`config.mk`:
```
export PLATFORM = sky130hd
export DESIGN_NAME = flash_command_sequencer
export DESIGN_NICKNAME = d
export VERILOG_FILES = /design/src/hdl/flash_seq_pkg.sv /design/src/hdl/flash_command_sequencer.sv
export SDC_FILE = /design/constraint.sdc
export NUM_CORES = 1
export LEC_CHECK = 0
export BUFFER_PORTS_ARGS = -buffer_cell sky130_fd_sc_hd__buf_4
export CAP_MARGIN = 20
export CELL_PAD_IN_SITES_DETAIL_PLACEMENT = 2
export CELL_PAD_IN_SITES_GLOBAL_PLACEMENT = 2
export CORE_ASPECT_RATIO = 0.5
export CORE_MARGIN = 4
export CORE_UTILIZATION = 34
export CTS_CLUSTER_DIAMETER = 80
export DETAILED_ROUTE_END_ITERATION = 10
export PLACE_DENSITY_LB_ADDON = 0.08
export SLEW_MARGIN = 10
export SYNTH_ARGS = -nofsm -noshare
export SYNTH_HDL_FRONTEND = slang
export SYNTH_SLANG_ARGS = --single-unit
export TNS_END_PERCENT = 5
```
`constraint.sdc`:
```
create_clock -name mclk_in -period 4.2 [get_ports mclk_in]
set_input_delay 0.21 -clock mclk_in [delete_from_list [all_inputs] [get_ports mclk_in]]
set_output_delay 0.21 -clock mclk_in [all_outputs]
set_load 0.1 [all_outputs]
```
`src/hdl/flash_seq_pkg.sv`:
```
// package: register map, command codes, states, timing for the sequencer
// assumes: one 200 MHz clock, avalon-mm slave with 32-bit data
package flash_seq_pkg;
  // ==========================================================
  // register word offsets (byte address = 4 * index)
  localparam logic [3:0] off_mode_entry = 4'h0;
  localparam logic [3:0] off_start_addr = 4'h1;
  localparam logic [3:0] off_end_addr = 4'h2;
  localparam logic [3:0] off_suspend_method = 4'h3;
  localparam logic [3:0] off_seq_status = 4'h4;
  localparam logic [3:0] off_access_status = 4'h5;
  localparam logic [3:0] off_cmd_area = 4'h6;
  // ==========================================================
  // mode entry values and field positions
  localparam logic [15:0] mode_read = 16'h0000;
  localparam logic [15:0] mode_code = 16'h0001;
  localparam logic [15:0] mode_data = 16'h0080;
  localparam int code_entry_bit = 0;
  localparam int data_entry_bit = 7;
  // status field positions
  localparam int st_ready_bit = 15;
  localparam int st_suspend_ready_flag_bit = 14;
  localparam int st_erase_suspended_flag_bit = 13;
  localparam int st_program_suspended_flag_bit = 12;
  localparam int st_buf_full_bit = 10;
  localparam int st_hv_err_bit = 6;
  localparam int st_ilgl_bit = 5;
  localparam int st_addr_err_bit = 4;
  localparam int st_lock_bit = 4;
  // ==========================================================
  // command bytes
  localparam logic [7:0] cmd_program = 8'hE8;
  localparam logic [7:0] cmd_multi = 8'hEA;
  localparam logic [7:0] cmd_dma = 8'hEC;
  localparam logic [7:0] cmd_blk_erase = 8'h20;
  localparam logic [7:0] cmd_area_erase = 8'h23;
  localparam logic [7:0] cmd_suspend = 8'hB0;
  localparam logic [7:0] cmd_resume = 8'hD0;
  localparam logic [7:0] cmd_clear = 8'h50;
  localparam logic [7:0] cmd_stop = 8'hB3;
  localparam logic [7:0] cmd_final = 8'hD0;
  // ==========================================================
  // reset values
  localparam logic [15:0] mode_entry_rst = 16'h0000;
  localparam logic [31:0] addr_rst = 32'h0000_0000;
  // ==========================================================
  // timing of the modelled array
  localparam int clk_mhz = 200;
  localparam int prog_time_ns = 400;
  localparam int erase_time_ns = 2000;
  localparam int pulse_time_ns = 50;
  localparam logic [15:0] prog_cycles = 16'((prog_time_ns * clk_mhz) / 1000);
  localparam logic [15:0] erase_cycles =
    16'((erase_time_ns * clk_mhz) / 1000);
  localparam logic [15:0] pulse_cycles = 16'((pulse_time_ns * clk_mhz) / 1000);
  localparam logic [15:0] suspend_ready_flag_delay = 16'h0004;
  localparam logic [7:0] data_words_max = 8'h04;
  // ==========================================================
  typedef enum logic [3:0] {
    st_idle = 4'b0000,
    st_collect = 4'b0001,
    st_wait_final = 4'b0011,
    st_busy = 4'b0010,
    st_suspending = 4'b0110,
    st_suspended = 4'b0111,
    st_dma_wait = 4'b0101,
    st_locked = 4'b0100
  } seq_state_t;

  typedef enum logic [2:0] {
    op_none = 3'h0,
    op_prog = 3'h1,
    op_multi = 3'h2,
    op_dma = 3'h3,
    op_blk = 3'h4,
    op_area = 3'h5
  } op_t;

  typedef struct packed {
    logic [3:0] address;
    logic read;
    logic write;
    logic [31:0] writedata;
  } bus_req_t;

  typedef struct packed {
    logic [31:0] readdata;
    logic waitrequest;
  } bus_rsp_t;
endpackage : flash_seq_pkg

```
`src/hdl/flash_command_sequencer.sv`:
```
// flash command sequencer: mode entry, command decode, status and lock
// assumes: avalon-mm master on mclk_in, dma controller answers dreq_out
//
// Summary of operation
// - mode bits gate command acceptance per flash
// - mode register zero returns to read mode
// - lock rejects commands until clear while ready, or stop
// - clear while ready, or stop, wipes lock source flags
// - programming loads address, starts on final d0
// - buffer never full, no extra bus waits
// - multi programming only in data mode
// - dma request after accept and each word but the last
// - block erase starts on 20 then d0
// - area erase starts on 23 then d0
// - bad area address range raises lock
// - finish before suspend: ready, no suspend flags
// - suspended shows ready plus one suspend flag
// - resume when not suspended locks with error
// - clearing mode while suspended gives read mode
// - suspend finishes pulse (erase with esuspmd 0 stops next cycle), then flags and ready together
// - resume clears ready and suspend flag
// - accept clears ready, suspend-ready set later except for dma
// - ready rising pulses flash ready event
// - illegal command locks, suspend sometimes ignored
//
// Chosen here: the register addresses and the Avalon-MM slave port.
`timescale 1ns/100ps
module flash_command_sequencer
  import flash_seq_pkg::*;
(
  input wire logic mclk_in,
  input wire logic rst_in,
  input wire logic ce_in,
  input wire logic [3:0] avs_address_in,
  input wire logic avs_read_in,
  input wire logic avs_write_in,
  input wire logic [31:0] avs_writedata_in,
  output logic [31:0] avs_readdata_out,
  output logic avs_waitrequest_out,
  input wire logic dack_in,
  output logic dreq_out,
  output logic flash_ready_event_out
);

  // ==========================================================
  // state record
  typedef struct packed {
    seq_state_t state;
    op_t op;
    op_t susp_op;
    logic [15:0] mode_entry;
    logic [31:0] start_addr;
    logic [31:0] end_addr;
    logic esuspmd;
    logic ready;
    logic suspend_ready_flag;
    logic program_suspended_flag;
    logic erase_suspended_flag;
    logic hv_err;
    logic ilgl_err;
    logic addr_err;
    logic [15:0] timer;
    logic [7:0] words;
    logic susp_req;
    logic dreq;
    logic rdy_event;
    logic [31:0] rdata;
    logic ack;
  } state_t;

  state_t cur_reg;
  state_t cur_next;
  bus_req_t req;

  // true for a command byte that starts a program or erase
  function automatic logic is_start(input logic [7:0] b);
    is_start = (b == cmd_program) || (b == cmd_multi) ||
      (b == cmd_dma) || (b == cmd_blk_erase) || (b == cmd_area_erase);
  endfunction : is_start

  // decode of a start byte into an operation
  function automatic op_t op_of(input logic [7:0] b);
    case (b)
      cmd_program: op_of = op_prog;
      cmd_multi: op_of = op_multi;
      cmd_dma: op_of = op_dma;
      cmd_blk_erase: op_of = op_blk;
      cmd_area_erase: op_of = op_area;
      default: op_of = op_none;
    endcase
  endfunction : op_of

  function automatic logic is_erase(input op_t o);
    is_erase = (o == op_blk) || (o == op_area);
  endfunction : is_erase

  assign req = '{avs_address_in, avs_read_in, avs_write_in,
    avs_writedata_in};

  logic lock;
  logic in_code;
  logic in_data;
  logic acc;
  logic [7:0] cbyte;
  assign lock = cur_reg.hv_err | cur_reg.ilgl_err | cur_reg.addr_err;
  assign in_code = cur_reg.mode_entry[code_entry_bit];
  assign in_data = cur_reg.mode_entry[data_entry_bit];
  // one-cycle wait then ack; buffer never full so no extra waits
  assign acc = (req.read | req.write) & ~cur_reg.ack;
  assign cbyte = req.writedata[7:0];

  // ==========================================================
  // next state
  always_comb begin
    cur_next = cur_reg;
    cur_next.ack = 1'b0;
    cur_next.rdy_event = 1'b0;
    cur_next.dreq = 1'b0;
    // array model: timer and completion
    if (cur_reg.state == st_busy || cur_reg.state == st_suspending) begin
      if (cur_reg.timer != 16'h0000) begin
        cur_next.timer = cur_reg.timer - 16'h0001;
      end
      if (cur_reg.state == st_busy && cur_reg.op != op_dma &&
          cur_reg.timer > suspend_ready_flag_delay) begin
        cur_next.suspend_ready_flag = 1'b1;
      end
      if (cur_reg.timer == 16'h0000) begin
        cur_next.suspend_ready_flag = 1'b0;
        if (cur_reg.state == st_suspending) begin
          cur_next.state = st_suspended;
          cur_next.susp_op = cur_reg.op;
          if (is_erase(cur_reg.op)) begin
            cur_next.erase_suspended_flag = 1'b1;
          end else begin
            cur_next.program_suspended_flag = 1'b1;
          end
          cur_next.ready = 1'b1;
          cur_next.rdy_event = 1'b1;
        end else if (cur_reg.op == op_dma &&
            cur_reg.words != 8'h00) begin
          cur_next.state = st_dma_wait;
          cur_next.dreq = 1'b1;
          cur_next.words = cur_reg.words - 8'h01;
        end else begin
          cur_next.state = st_idle;
          cur_next.op = op_none;
          cur_next.ready = 1'b1;
          cur_next.rdy_event = 1'b1;
        end
      end
    end
    if (cur_reg.state == st_dma_wait && dack_in) begin
      cur_next.state = st_busy;
      cur_next.timer = prog_cycles;
    end
    // bus access
    // reads answer from the first edge; writes act only at the edge
    // where the master samples waitrequest low
    if (acc || (req.write && cur_reg.ack)) begin
      cur_next.ack = acc;
      if (req.read) begin
        case (req.address)
          off_mode_entry: cur_next.rdata = {16'h0000, cur_reg.mode_entry};
          off_start_addr: cur_next.rdata = cur_reg.start_addr;
          off_end_addr: cur_next.rdata = cur_reg.end_addr;
          off_suspend_method: cur_next.rdata = {31'h0, cur_reg.esuspmd};
          off_seq_status: begin
            cur_next.rdata = 32'h0000_0000;
            cur_next.rdata[st_ready_bit] = cur_reg.ready;
            cur_next.rdata[st_suspend_ready_flag_bit] = cur_reg.suspend_ready_flag;
            cur_next.rdata[st_erase_suspended_flag_bit] = cur_reg.erase_suspended_flag;
            cur_next.rdata[st_program_suspended_flag_bit] = cur_reg.program_suspended_flag;
            cur_next.rdata[st_buf_full_bit] = 1'b0;
            cur_next.rdata[st_hv_err_bit] = cur_reg.hv_err;
            cur_next.rdata[st_ilgl_bit] = cur_reg.ilgl_err;
            cur_next.rdata[st_addr_err_bit] = cur_reg.addr_err;
          end
          off_access_status: begin
            cur_next.rdata = 32'h0000_0000;
            cur_next.rdata[st_lock_bit] = lock;
          end
          default: cur_next.rdata = 32'h0000_0000;
        endcase
      end else if (cur_reg.ack) begin
        case (req.address)
          off_mode_entry: begin
            // only the two legal codes or zero
            if (req.writedata[15:0] == mode_read ||
                req.writedata[15:0] == mode_code ||
                req.writedata[15:0] == mode_data) begin
              cur_next.mode_entry = req.writedata[15:0];
            end
            // suspended to read mode keeps suspend flags
            if (req.writedata[15:0] == mode_read &&
                (cur_reg.state == st_collect ||
                 cur_reg.state == st_wait_final)) begin
              cur_next.state = st_idle;
            end
          end
          off_start_addr: cur_next.start_addr = req.writedata;
          off_end_addr: cur_next.end_addr = req.writedata;
          off_suspend_method: cur_next.esuspmd = req.writedata[0];
          off_access_status: begin
            cur_next.hv_err = 1'b0;
            cur_next.ilgl_err = 1'b0;
            cur_next.addr_err = 1'b0;
            if (cur_reg.state == st_locked) begin
              cur_next.state = st_idle;
            end
          end
          off_cmd_area: begin
            if (!(in_code | in_data)) begin
              if (cbyte == cmd_clear) begin
                cur_next.hv_err = 1'b0;
                cur_next.ilgl_err = 1'b0;
                cur_next.addr_err = 1'b0;
              end else begin
                cur_next.ilgl_err = 1'b1;
              end
            end else if (cbyte == cmd_stop) begin
              cur_next.state = st_idle;
              cur_next.op = op_none;
              cur_next.hv_err = 1'b0;
              cur_next.ilgl_err = 1'b0;
              cur_next.addr_err = 1'b0;
              cur_next.suspend_ready_flag = 1'b0;
              cur_next.program_suspended_flag = 1'b0;
              cur_next.erase_suspended_flag = 1'b0;
              cur_next.dreq = 1'b0; // no request from an aborted run
              cur_next.ready = 1'b1;
              cur_next.rdy_event = ~cur_reg.ready;
            end else if (lock) begin
              if (cbyte == cmd_clear && cur_reg.ready) begin
                cur_next.hv_err = 1'b0;
                cur_next.ilgl_err = 1'b0;
                cur_next.addr_err = 1'b0;
                cur_next.state = st_idle;
              end
            end else begin
              case (cur_reg.state)
                st_idle, st_suspended: begin
                  if (cbyte == cmd_clear) begin
                    cur_next.hv_err = 1'b0;
                  end else if (cbyte == cmd_resume &&
                      cur_reg.state == st_suspended) begin
                    cur_next.state = st_busy;
                    cur_next.op = cur_reg.susp_op;
                    cur_next.ready = 1'b0;
                    cur_next.program_suspended_flag = 1'b0;
                    cur_next.erase_suspended_flag = 1'b0;
                    cur_next.timer = pulse_cycles + suspend_ready_flag_delay;
                  end else if (is_start(cbyte) &&
                      (in_data || cbyte == cmd_program ||
                       cbyte == cmd_blk_erase)) begin
                    // multi, dma, area only in data mode
                    cur_next.op = op_of(cbyte);
                    cur_next.words = 8'h00;
                    cur_next.state = (cbyte == cmd_blk_erase ||
                      cbyte == cmd_area_erase || cbyte == cmd_dma) ?
                      st_wait_final : st_collect;
                  end else if (cbyte == cmd_suspend &&
                      cur_reg.state == st_idle) begin
                    cur_next.state = cur_reg.state;
                  end else begin
                    cur_next.ilgl_err = 1'b1;
                    cur_next.state = st_locked;
                  end
                end
                st_collect: begin
                  // data words until the final byte
                  if (cbyte == cmd_final &&
                      cur_reg.words != 8'h00) begin
                    cur_next.state = st_busy;
                    cur_next.ready = 1'b0;
                    cur_next.timer = prog_cycles;
                  end else if (cur_reg.words != data_words_max) begin
                    cur_next.words = cur_reg.words + 8'h01;
                  end else begin
                    cur_next.ilgl_err = 1'b1;
                    cur_next.state = st_locked;
                  end
                end
                st_wait_final: begin
                  if (cbyte != cmd_final) begin
                    cur_next.ilgl_err = 1'b1;
                    cur_next.state = st_locked;
                  end else if (cur_reg.op == op_area &&
                      cur_reg.end_addr < cur_reg.start_addr) begin
                    cur_next.addr_err = 1'b1;
                    cur_next.state = st_locked;
                  end else begin
                    cur_next.ready = 1'b0;
                    if (cur_reg.op == op_dma) begin
                      cur_next.state = st_dma_wait;
                      cur_next.dreq = 1'b1;
                      cur_next.words = data_words_max;
                    end else begin
                      cur_next.state = st_busy;
                      cur_next.timer = erase_cycles;
                    end
                  end
                end
                st_busy: begin
                  if (cbyte == cmd_suspend && cur_reg.suspend_ready_flag) begin
                    cur_next.suspend_ready_flag = 1'b0;
                    cur_next.state = st_suspending;
                    if (!(is_erase(cur_reg.op) && !cur_reg.esuspmd) &&
                        cur_reg.timer > pulse_cycles) begin
                      cur_next.timer = pulse_cycles;
                    end else if (is_erase(cur_reg.op) &&
                        !cur_reg.esuspmd) begin
                      cur_next.timer = 16'h0001;
                    end
                  end else begin
                    cur_next.ilgl_err = 1'b1;
                    cur_next.state = st_locked;
                  end
                end
                default: begin
                  cur_next.ilgl_err = 1'b1;
                  cur_next.state = st_locked;
                end
              endcase
            end
          end
          default: cur_next.rdata = cur_reg.rdata;
        endcase
      end
    end
  end

  // ==========================================================
  // state register
  always_ff @(posedge mclk_in or posedge rst_in) begin
    if (rst_in) begin
      cur_reg <= '{state: st_idle, op: op_none, susp_op: op_none,
        mode_entry: mode_entry_rst, start_addr: addr_rst,
        end_addr: addr_rst, ready: 1'b1, timer: 16'h0000,
        words: 8'h00, rdata: 32'h0000_0000, default: 1'b0};
    end else if (ce_in) begin
      cur_reg <= cur_next;
    end
  end

  assign avs_readdata_out = cur_reg.rdata;
  assign avs_waitrequest_out = ~cur_reg.ack;
  assign dreq_out = cur_reg.dreq;
  assign flash_ready_event_out = cur_reg.rdy_event;

  // ==========================================================
  // checks
  // lock flag follows the illegal-command error
  chk_lock_follows_err: assert property (@(posedge mclk_in) disable iff
    (rst_in) cur_reg.ilgl_err |-> lock) else $error("lock not set");
  chk_start_clears_rdy: assert property (@(posedge mclk_in) disable iff
    (rst_in) (ce_in && cur_reg.state == st_collect &&
    cur_next.state == st_busy) |=> !cur_reg.ready)
    else $error("ready not cleared");
  chk_suspended_flags: assert property (@(posedge mclk_in) disable iff
    (rst_in) cur_reg.state == st_suspended |-> cur_reg.ready &&
    (cur_reg.program_suspended_flag ^ cur_reg.erase_suspended_flag)) else $error("bad suspend");
  chk_suspend_ready_flag_drop: assert property (@(posedge mclk_in) disable iff
    (rst_in) cur_reg.state == st_suspending |-> !cur_reg.suspend_ready_flag &&
    !cur_reg.ready) else $error("suspend_ready_flag during suspend");
  chk_resume_drop: assert property (@(posedge mclk_in) disable iff
    (rst_in) ($past(cur_reg.state) == st_suspended &&
    cur_reg.state == st_busy) |-> !cur_reg.ready && !cur_reg.program_suspended_flag)
    else $error("resume flags");
  chk_ready_event: assert property (@(posedge mclk_in) disable iff
    (rst_in) $rose(cur_reg.ready) |-> cur_reg.rdy_event)
    else $error("no ready event");
  chk_locked_err: assert property (@(posedge mclk_in) disable iff
    (rst_in) cur_reg.state == st_locked |-> lock)
    else $error("locked without error");
  chk_dma_request: assert property (@(posedge mclk_in) disable iff
    (rst_in) cur_reg.dreq |-> cur_reg.state == st_dma_wait)
    else $error("stray dma request");
endmodule : flash_command_sequencer

```
# Word-level counts from Yosys, hierarchy flattened
# Cells that the tools add are included.
# totals
register_bits	157
output_inout_bits	35
# op_classes
add_sub_neg	3
n_lt_le_gt_ge	3
n_eq_ne	45
mux	125
bitwise_logic	8
n_reduce_logical	49
# op_table
operator	n
32-bit one-hot mux with 6 select lines	1
24-bit two-way mux	7
16-bit two-way mux	8
31-bit two-way mux	3
4-bit two-way mux	17
8-bit two-way mux	8
16-bit one-hot mux with 4 select lines	1
7-bit two-way mux	8
8-bit == test, second input constant	6
6-bit != test, second input constant	8
3-bit two-way mux	13
1-bit two-way mux	36
35-bit two-way mux	1
34-bit two-way mux	1
16-bit logical NOT	2
32-bit < comparator	1
32-bit two-way mux	1
4-bit by 3-bit == test with 1-bit output, second input constant	7
25-bit two-way mux	1
8-bit one-hot mux with 3 select lines	1
10-bit two-way mux	2
2-bit two-way mux	10
5-bit != test, second input constant	4
16-bit by 1-bit == test with 1-bit output, second input constant	1
other kinds (43)	85

# Depth between registers and ports, before layout
# Gate-level depths: netlist (run 1).
# depth
ltp_word	18
mapped_depth	11
mapped_depth_nobuf	10

# Worst setup path before layout (run 1)
# OpenSTA, ideal clock, no wires.
# synth_timing
path_kind	register to register
from	register cur_reg[83] (netlist name)
to	register cur_reg[45] (netlist name)
t_arrival_ns	2.520
t_required_ns	4.076
path_slack_ns	1.556
path_stages_with_launch	11
cell_sequence	dfrtp_1 > ha_1 > nand4_1 > or4_1 > o32a_1 > a21oi_2 > nor3_2 > o31ai_4 > buf_6 > a311oi_1 > a211o_1
# synth_via
elab_chain_len	12
# synth_rtl
element	line	source
start: declaration	flash_command_sequencer.sv:71	state_t cur_reg;
start signal: assignment	flash_command_sequencer.sv:337	cur_reg <= '{state: st_idle, op: op_none, susp_op: op_none,
start signal: assignment	flash_command_sequencer.sv:342	cur_reg <= cur_next;
32-bit < comparator	flash_command_sequencer.sv:289	cur_reg.end_addr < cur_reg.start_addr) begin
1-bit logical AND	flash_command_sequencer.sv:288	end else if (cur_reg.op == op_area &&
24-bit two-way mux	flash_command_sequencer.sv:288	
25-bit two-way mux	flash_command_sequencer.sv:285	if (cbyte != cmd_final) begin
16-bit one-hot mux with 4 select lines	flash_command_sequencer.sv:241	case (cur_reg.state)
24-bit two-way mux	flash_command_sequencer.sv:233	end else if (lock) begin
24-bit two-way mux	flash_command_sequencer.sv:221	end else if (cbyte == cmd_stop) begin
24-bit two-way mux	flash_command_sequencer.sv:213	if (!(in_code | in_data)) begin
24-bit two-way mux	flash_command_sequencer.sv:186	case (req.address)
31-bit two-way mux	flash_command_sequencer.sv:185	end else if (cur_reg.ack) begin
31-bit two-way mux	flash_command_sequencer.sv:162	if (req.read) begin
31-bit two-way mux	flash_command_sequencer.sv:160	if (acc || (req.write && cur_reg.ack)) begin
# No other way between the ends. The select of a mux whose other input is x is not followed.
# A chain may end at the register's enable or synchronous reset.

# Final worst setup path (run 1)
# layout_timing
from	register cur_reg[83] (netlist name)
to	register cur_reg[50] (netlist name)
# The elaborated chain is that of the path after synthesis.

==> summary.md, run 1 <==
| Metric | Value |
|---|---|
| Status | `complete, but fails checks` |
| Failing checks | `negative hold slack` |
| Core Footprint | `~27000 um2` |
| Vias in the first global route | `9153` |
| Setup TNS | `0 ps` |
| Leak | `0.004899 uW` |
| Critical path type | `register to register` |
| Top FF cell, synth | `dfrtp_1` |
| Sink Count | `157` |
| Final slew viol count | `0` |
| Critical path required time | `4540 ps` |
| Actual slew at the worst max-slew pin | `1081 ps` |
| Count of final hold-check violations | `3` |
| Share of layout cells above drive strength 1 | `0.1694` |
| Async SR Flop Fraction | `1.000` |
| Layout Skew | `9.726 ps` |
| Total Wirelength | `around 34 mm` |
| Die Height | `approximately 130 um` |
| CTS resizes | `0` |
| Commonest cells after routing, fill and taps aside | `dfrtp_1, nand2_1, o21ai_0, buf_4, nor2_1` |
| Post-CTS setup buffer count | `0` |
| Antenna Nets Post-Route | `0` |
| Max FFs per register | `123` |
| Power Dens Cells | `400.5 nW/um2` |
| Drt wl/cell | `~23 um` |
| Synthesis-to-layout area growth | `15.62%` |
| GPL Wtd Cong | `around 0.9` |
| Reg-to-reg setup timing slack | `~890 ps` |
| Die ar. | `just over 30000 um2` |
| Synth Area per Inst | `9.108 um2` |
| H-tree depth | `4` |
| Vias per std cell | `approximately 5.6` |
| Relative slew margins | `0.2740` |
| CTS max path bufs | `2` |
| Post-synthesis compound-gate area fraction | `0.2081` |
| Ant. Diodes | `0` |
| Sequential-to-total area share from yosys stat | `0.4169` |
| # setup viols final | `0` |
| Synth Cell Area | `approximately 9400 um2` |
| # Max-Cap Violations | `0` |
| Cells on worst reg2reg path | `9` |
| Max IR drop VDD | `0.2958 mV` |
| Worst Hold Class | `input pin to asynchronous set/reset pin` |
| Grt ovf | `0` |
| Post-Synth Adder-Cell Area | `0.04619` |
| Post-Place Cells | `between 1k and 1.5k` |
| Drt drc | `0` |
| Final instance count without filler cells | `1466` |
| Number of nets in the layout | `1155` |
| Fmax | `0.3020 GHz` |
| Clock-pin slew on the worst setup and hold paths | `around 70 ps` |
| Clk_lat worst skew | `450 ps` |
| Final period util | `0.7884` |
| # IOs | `77` |
| Critical Path End Type | `register` |
| First-pass iteration count of the detailed router | `4` |
| CTS tree | `built` |
| Post-Syn Instances | `around 1.0k` |
| Root buf cell | `clkbuf_16` |
| Worst path arrival time | `between 3000 and 4000 ps` |
| First-pass GRT wire length | `roughly 54 mm` |
| Post-Synth Simple-Gate Area | `0.1902` |
| Row cnt | `between 40 and 50` |
| Synth Area in XOR/XNOR | `0.007433` |
| Post-route minimum period | `between 3000 and 4000 ps` |
| Post-synth EDFFs | `0` |
| WHS | `-23.18 ps` |
| Vias after detailed routing | `slightly above 8k` |
| Number of buffers added on ports | `76` |
| Largest family of logic cells by synthesized area | `compound AO/OA/AOI/OAI gates` |
| Post-DP HPWL | `23.22 mm` |
| RSZ-0062 raised after global routing | `no` |
| Post-synthesis mux area share | `0.06291` |
| Antenna violations before repair | `0` |
| CTS Hold Bufs | `20` |
| Unique cell type count in the Yosys netlist | `87` |
| FF+latch count, synth | `roughly 160` |
| GRT Util Overall | `0.2236` |
| Yosys Warn Count | `0` |
| First DRT Iteration DRCs | `~420` |
| Chip width | `243.5 um` |
| Initial core utilization | `0.3510` |
| Crit path max fanout | `11` |
| CTS Buf Count | `17` |
| CP startpoint kind | `register` |
| Most common cell after layout, fill and taps aside | `dfrtp_1` |
| Syn nets | `1111` |
| Largest net degree at the start of global routing | `roughly 160` |
-- through the flow --
stage               total power [uW]  setup WS, ps  cell area [um2]    util
global route                    4616         741.6            10900  0.4059
CTS                             4424         911.7            10890  0.4057
detailed placement              2845         927.9            10140  0.3776
global placement                2808          1017            10140  0.3776
finish                          4365         888.8            10900  0.4059
floorplan                       2517          1556             9430       -
-- final timing paths --
kind,endpoint,start
setup reg to reg,cur_reg[50],cur_reg[83]
max in group asynchronous,cur_reg[52],rst_in
min in group mclk_in,cur_reg[109],avs_writedata_in[9]
setup / recovery,cur_reg[50],cur_reg[83]
hold / removal,avs_readdata_out[28],rst_in
hold reg to reg,avs_readdata_out[27],avs_readdata_out[27]
-- cell type report --
| class | instances | area [um2] |
|---|---|---|
| fillers | 2948 | 15950 |
| repair buffers | 109 | 880.8 |
| clock buffers | 18 | 429.2 |
| multi-input cells | 743 | 4870 |
| well taps | 374 | 467.9 |
| inverters | 51 | 195.2 |
| clock inverters | 14 | 126.4 |
| flip-flops and latches | 157 | 3930 |
-- worst max-delay path, cell delays in order (launching register included) --
cell,delay [ps]
dfrtp_1,410
ha_1,320
nand4_1,220
or4_1,580
o32a_1,310
a21oi_2,150
nor3_2,120
o31ai_4,580
a221oi_1,200
a211o_1,300
-- cell usage after synthesis, types with 7 or more instances --
library cell | instances | area share
a21o_1 | 9 | 0.0072
a21oi_1 | 50 | 0.027
a221oi_1 | 10 | 0.0093
a22o_1 | 18 | 0.017
a22oi_1 | 21 | 0.017
a31oi_1 | 8 | 0.0053
and3_1 | 7 | 0.0046
buf_2 | 7 | 0.0037
buf_4 | 32 | 0.025
clkbuf_1 | 38 | 0.015
dfrtp_1 | 156 | 0.41
ha_1 | 34 | 0.045
inv_1 | 50 | 0.020
mux2_2 | 39 | 0.047
mux2i_1 | 12 | 0.013
nand2_1 | 125 | 0.050
nand2b_1 | 7 | 0.0046
nand3_1 | 26 | 0.014
nand4_1 | 17 | 0.011
nor2_1 | 59 | 0.023
nor2b_1 | 29 | 0.019
nor3_1 | 24 | 0.013
nor4_1 | 7 | 0.0046
o21ai_0 | 94 | 0.050
o21ai_1 | 12 | 0.0064
or3_1 | 7 | 0.0046
-- metal layers --
layer / global-route usage / share of wire / vias up
li1: - / - / 3809
met1: 0.2879 / 0.47 / 4279
met2: 0.3786 / 0.47 / 143
met3: 0.04397 / 0.036 / 43
met4: 0.07797 / 0.024 / 0
met5: 0 / 0 / -
-- power by group --
group	internal (uW)	switching (uW)	leakage (uW)	total, uW
registers	1670	178	0.00199	1850
clock network	777	745	0.000267	1520
logic	339	655	0.00264	994
total	2790	1580	0.00490	4360
-- cells by family (layout without fill, tap and decap cells) --
logic type               Yosys count  count (layout)
AO/OA/AOI/OAI                    297             297
XOR/XNOR                           8               8
adder cells (fa/ha/maj)           35              35
buffers and inverters            135             192
flip-flops                       157             157
multiplexers                      53              53
AND/OR/NAND/NOR                  350             350
(Power assumes the default switching activity.)
==> run 2, diff against run 1 <==
--- a/config.mk
+++ b/config.mk
@@ -5,13 +5,14 @@
 export SDC_FILE = /design/constraint.sdc
 export NUM_CORES = 1
 export LEC_CHECK = 0
+export ABC_AREA = 1
 export BUFFER_PORTS_ARGS = -buffer_cell sky130_fd_sc_hd__buf_4
 export CAP_MARGIN = 20
 export CELL_PAD_IN_SITES_DETAIL_PLACEMENT = 2
 export CELL_PAD_IN_SITES_GLOBAL_PLACEMENT = 2
 export CORE_ASPECT_RATIO = 0.5
 export CORE_MARGIN = 4
-export CORE_UTILIZATION = 34
+export CORE_UTILIZATION = 35
 export CTS_CLUSTER_DIAMETER = 80
 export DETAILED_ROUTE_END_ITERATION = 10
 export PLACE_DENSITY_LB_ADDON = 0.08
==> constraint.sdc (replaced) <==
create_clock -name mclk_in -period 3.37 [get_ports mclk_in]
set_input_delay 0.1685 -clock mclk_in [delete_from_list [all_inputs] [get_ports mclk_in]]
set_output_delay 0.1685 -clock mclk_in [all_outputs]
set_load 0.1 [all_outputs]
==> run 2 against run 1 <==
The run now ends clean. Register-to-register slack got worse by 220 ps. Synthesized cell count increased by 29%. Sequential cell count unchanged. Critical path type unchanged. Global-route usage increased by 1.2 points. Die area increased by 0.68%. Largest cell class unchanged. Largest power group unchanged.
==> summary.md, run 2 <==
| Metric | Value |
|---|---|
| Status | `finished clean` |
| WHS Endpoint | `cur_reg[93]` |
| Fmax | `about 0.37 GHz` |
| Async SR Flop Fraction | `1.000` |
| CTS resizes | `0` |
| Relative slew margins | `0.5038` |
| DP Area | `around 11000 um2` |
| Max FFs per register | `about 120` |
| Synth top area share | `0.3994` |
| Hold Crit Start | `avs_writedata_in[25]` |
| # IOs | `77` |
| Post-synth EDFFs | `0` |
| Post-DP HPWL | `about 26 mm` |
| Row cnt | `42` |
| Clock-pin slew on the worst setup and hold paths | `approximately 70 ps` |
| Critical Path End Type | `register` |
| Die Height | `126.2 um` |
| FF-to-FF Start | `cur_reg[91]` |
| Share of layout cells above drive strength 1 | `0.1347` |
| Top FF cell, synth | `dfrtp_1` |
| Clk_lat worst skew | `between 400 and 500 ps` |
| Cells on worst reg2reg path | `13` |
| Vias in the first global route | `just over 10k` |
| # Max-Cap Violations | `0` |
| Count of final hold-check violations | `0` |
| H-tree depth | `4` |
| Switching portion of total power | `0.3954` |
| Buf+Inv Stages, Crit Path | `0` |
| Number of buffers added on ports | `76` |
| Slowest CP cell | `dfrtp_1` |
| Synth Cell Area | `approximately 9800 um2` |
| Drt drc | `0` |
| Post-synth top cells | `nand2_1, inv_1, dfrtp_1, o21ai_0, nor2_1` |
| FF+latch count, synth | `157` |
| Actual slew at the worst max-slew pin | `about 740 ps` |
| Layout Skew | `around 11 ps` |
| Drt wl/cell | `slightly above 20 um` |
| Setup TNS | `0 ps` |
| CP most frequent cell | `nand2_1` |
| Ant. Diodes | `0` |
| Crit path max fanout | `5` |
| Reg-to-reg setup timing slack | `between 600 and 700 ps` |
| Clk network pwr share | `0.322` |
| Synth area leader | `dfrtp_1` |
| CP Cell Sequence | `ha_1, a21oi_1, o21a_1, a21oi_1, nor2_1, nand2_1, nand2_1, nand2_1, nand2_1, nand2_1, nand2_1, nand2_1, a21oi_1` |
| Synth Area in XOR/XNOR | `0.01523` |
| Unique cell type count in the Yosys netlist | `52` |
| RSZ-0062 raised after global routing | `no` |
| Worst path arrival time | `roughly 3100 ps` |
| GRT Util Overall | `0.2359` |
| Synthesis-to-layout area growth | `14.95%` |
| Hold Path Stages | `3` |
| Critical path type | `register to register` |
| Post-synthesis mux area share | `0` |
| Post-Syn Instances | `approximately 1.3k` |
| Largest net degree at the start of global routing | `77` |
| Post-Synth Simple-Gate Area | `0.2722` |
| Comb pwr share | `0.310` |
| Post-Synth Adder-Cell Area | `0.04353` |
| Post-synthesis compound-gate area fraction | `0.1520` |
| CTS Buf Count | `17` |
| First-pass GRT wire length | `roughly 58 mm` |
| Sequential-to-total area share from yosys stat | `0.4021` |
| Critical path required time | `roughly 3700 ps` |
| Syn nets | `approximately 1.4k` |
| Final period util | `0.8016` |
| NetSw | `roughly 2500 uW` |
| First DRT Iteration DRCs | `around 450` |
| Power Dens Cells | `approximately 570 nW/um2` |
| Root buf cell | `clkbuf_16` |
| # setup viols final | `0` |
| GPL Wtd Cong | `around 0.9` |
| First-pass iteration count of the detailed router | `5` |
| Antenna Nets Post-Route | `0` |
| Leak | `0.005468 uW` |
| Post-route minimum period | `between 2000 and 3000 ps` |
| CP startpoint kind | `register` |
| Most common cell after layout, fill and taps aside | `nand2_1` |
| Total Wirelength | `between 30 and 40 mm` |
| Vias per std cell | `roughly 5.2` |
| Initial core utilization | `0.3625` |
| Synth Area per Inst | `around 7.3 um2` |
| Core Footprint | `26960 um2` |
| Antenna violations before repair | `0` |
| Sequential power share | `0.368` |
| CTS tree | `built` |
| Most numerous cell in the Yosys netlist | `nand2_1` |
| Number of nets in the layout | `between 1k and 1.5k` |
| Commonest cells after routing, fill and taps aside | `nand2_1, inv_1, dfrtp_1, o21ai_0, nor2_1` |
| Largest family of logic cells by synthesized area | `simple AND/OR/NAND/NOR gates` |
| Vias after detailed routing | `between 9k and 10k` |
| Critical path's largest stage delay | `between 400 and 500 ps` |
| Delay-heaviest family, CP | `simple AND/OR/NAND/NOR gates` |
| Yosys Warn Count | `0` |
| Chip width | `~240 um` |
| P_int | `about 3900 uW` |
| Grt ovf | `0` |
| Final slew viol count | `0` |
| CTS max path bufs | `2` |
| Max IR drop VDD | `~0.36 mV` |
| Finished layout cell area | `11230 um2` |
| Sink Count | `between 150 and 200` |
| R2R Path End | `cur_reg[156]` |
| Worst Hold Class | `input pin to register` |
| Top post-synthesis cells by area | `dfrtp_1, nand2_1, o21ai_0` |
| Die ar. | `around 31000 um2` |
run 2: per-stage QoR:
step	total power, uW	setup WS [ps]	utilization	std cells	hold slack [ps]
6_report	6421	668.7	0.4167	1770	19.75
5_1_grt	6815	571.0	0.4167	1770	20.96
4_1_cts	6470	817.2	0.4167	1770	5.197
3_5_place_dp	4348	818.7	0.3915	1731	281.0
3_3_place_gp	4241	883.5	0.3915	1731	269.6
2_1_floorplan	3717	1215	-	1337	329.4
run 2: worst register-to-register path: cells and delay by family (launching register included):
| kind | cells | cell delay [ps] |
|---|---|---|
| flip-flops | 1 | 410 |
| adder cells (fa/ha/maj) | 1 | 340 |
| AND/OR/NAND/NOR | 8 | 1300 |
| AO/OA/AOI/OAI | 4 | 570 |
run 2: final cells by class:
class,count,area [um2]
clock inverters,10,126.4
inverters,192,725.7
clock buffers,22,484.2
multi-input cells,918,4730
fillers,3151,15720
repair buffers,97,770.7
flip-flops and latches,157,3930
well taps,374,467.9
run 2: worst max path at each step:
stage | start | end | cells after the start
floorplan | rst_in | avs_readdata_out[0] | 1
finish | cur_reg[91] | cur_reg[156] | 13
global route | cur_reg[152] | cur_reg[156] | 13
global placement | cur_reg[152] | cur_reg[156] | 13
CTS | cur_reg[152] | cur_reg[156] | 13
detailed placement | cur_reg[152] | cur_reg[57] | 11
run 2: kinds of logic after synthesis:
kind of cell	after synthesis
flops	157
fa+ha+maj	34
xor+xnor	17
simple gates	598
buf+inv	262
compound gates	269
run 2: routing by layer:
layer  GRT usage  routed length (um)  vias up
met4     0.05595                 517        0
met5           0                   0        -
met2      0.4233               17910      103
li1            -                   -     4391
met3     0.03653                 893       30
met1      0.3005               16400     4745
run 2: timing repair:
item / CTS / global route
hold buffers: 7 / 0
setup endpoints to repair: 0 / 0
setup buffers: 0 / 0
endpoints found under the hold margin: 28 / 0
run 2: power by group through the flow:
stage	combinational (uW)	clock, uW	sequential [uW]
2_1_floorplan	1420	0	2290
3_3_place_gp	1870	0	2370
3_5_place_dp	1960	0	2390
4_1_cts	2000	2110	2360
5_1_grt	2230	2200	2390
6_report	1990	2060	2360
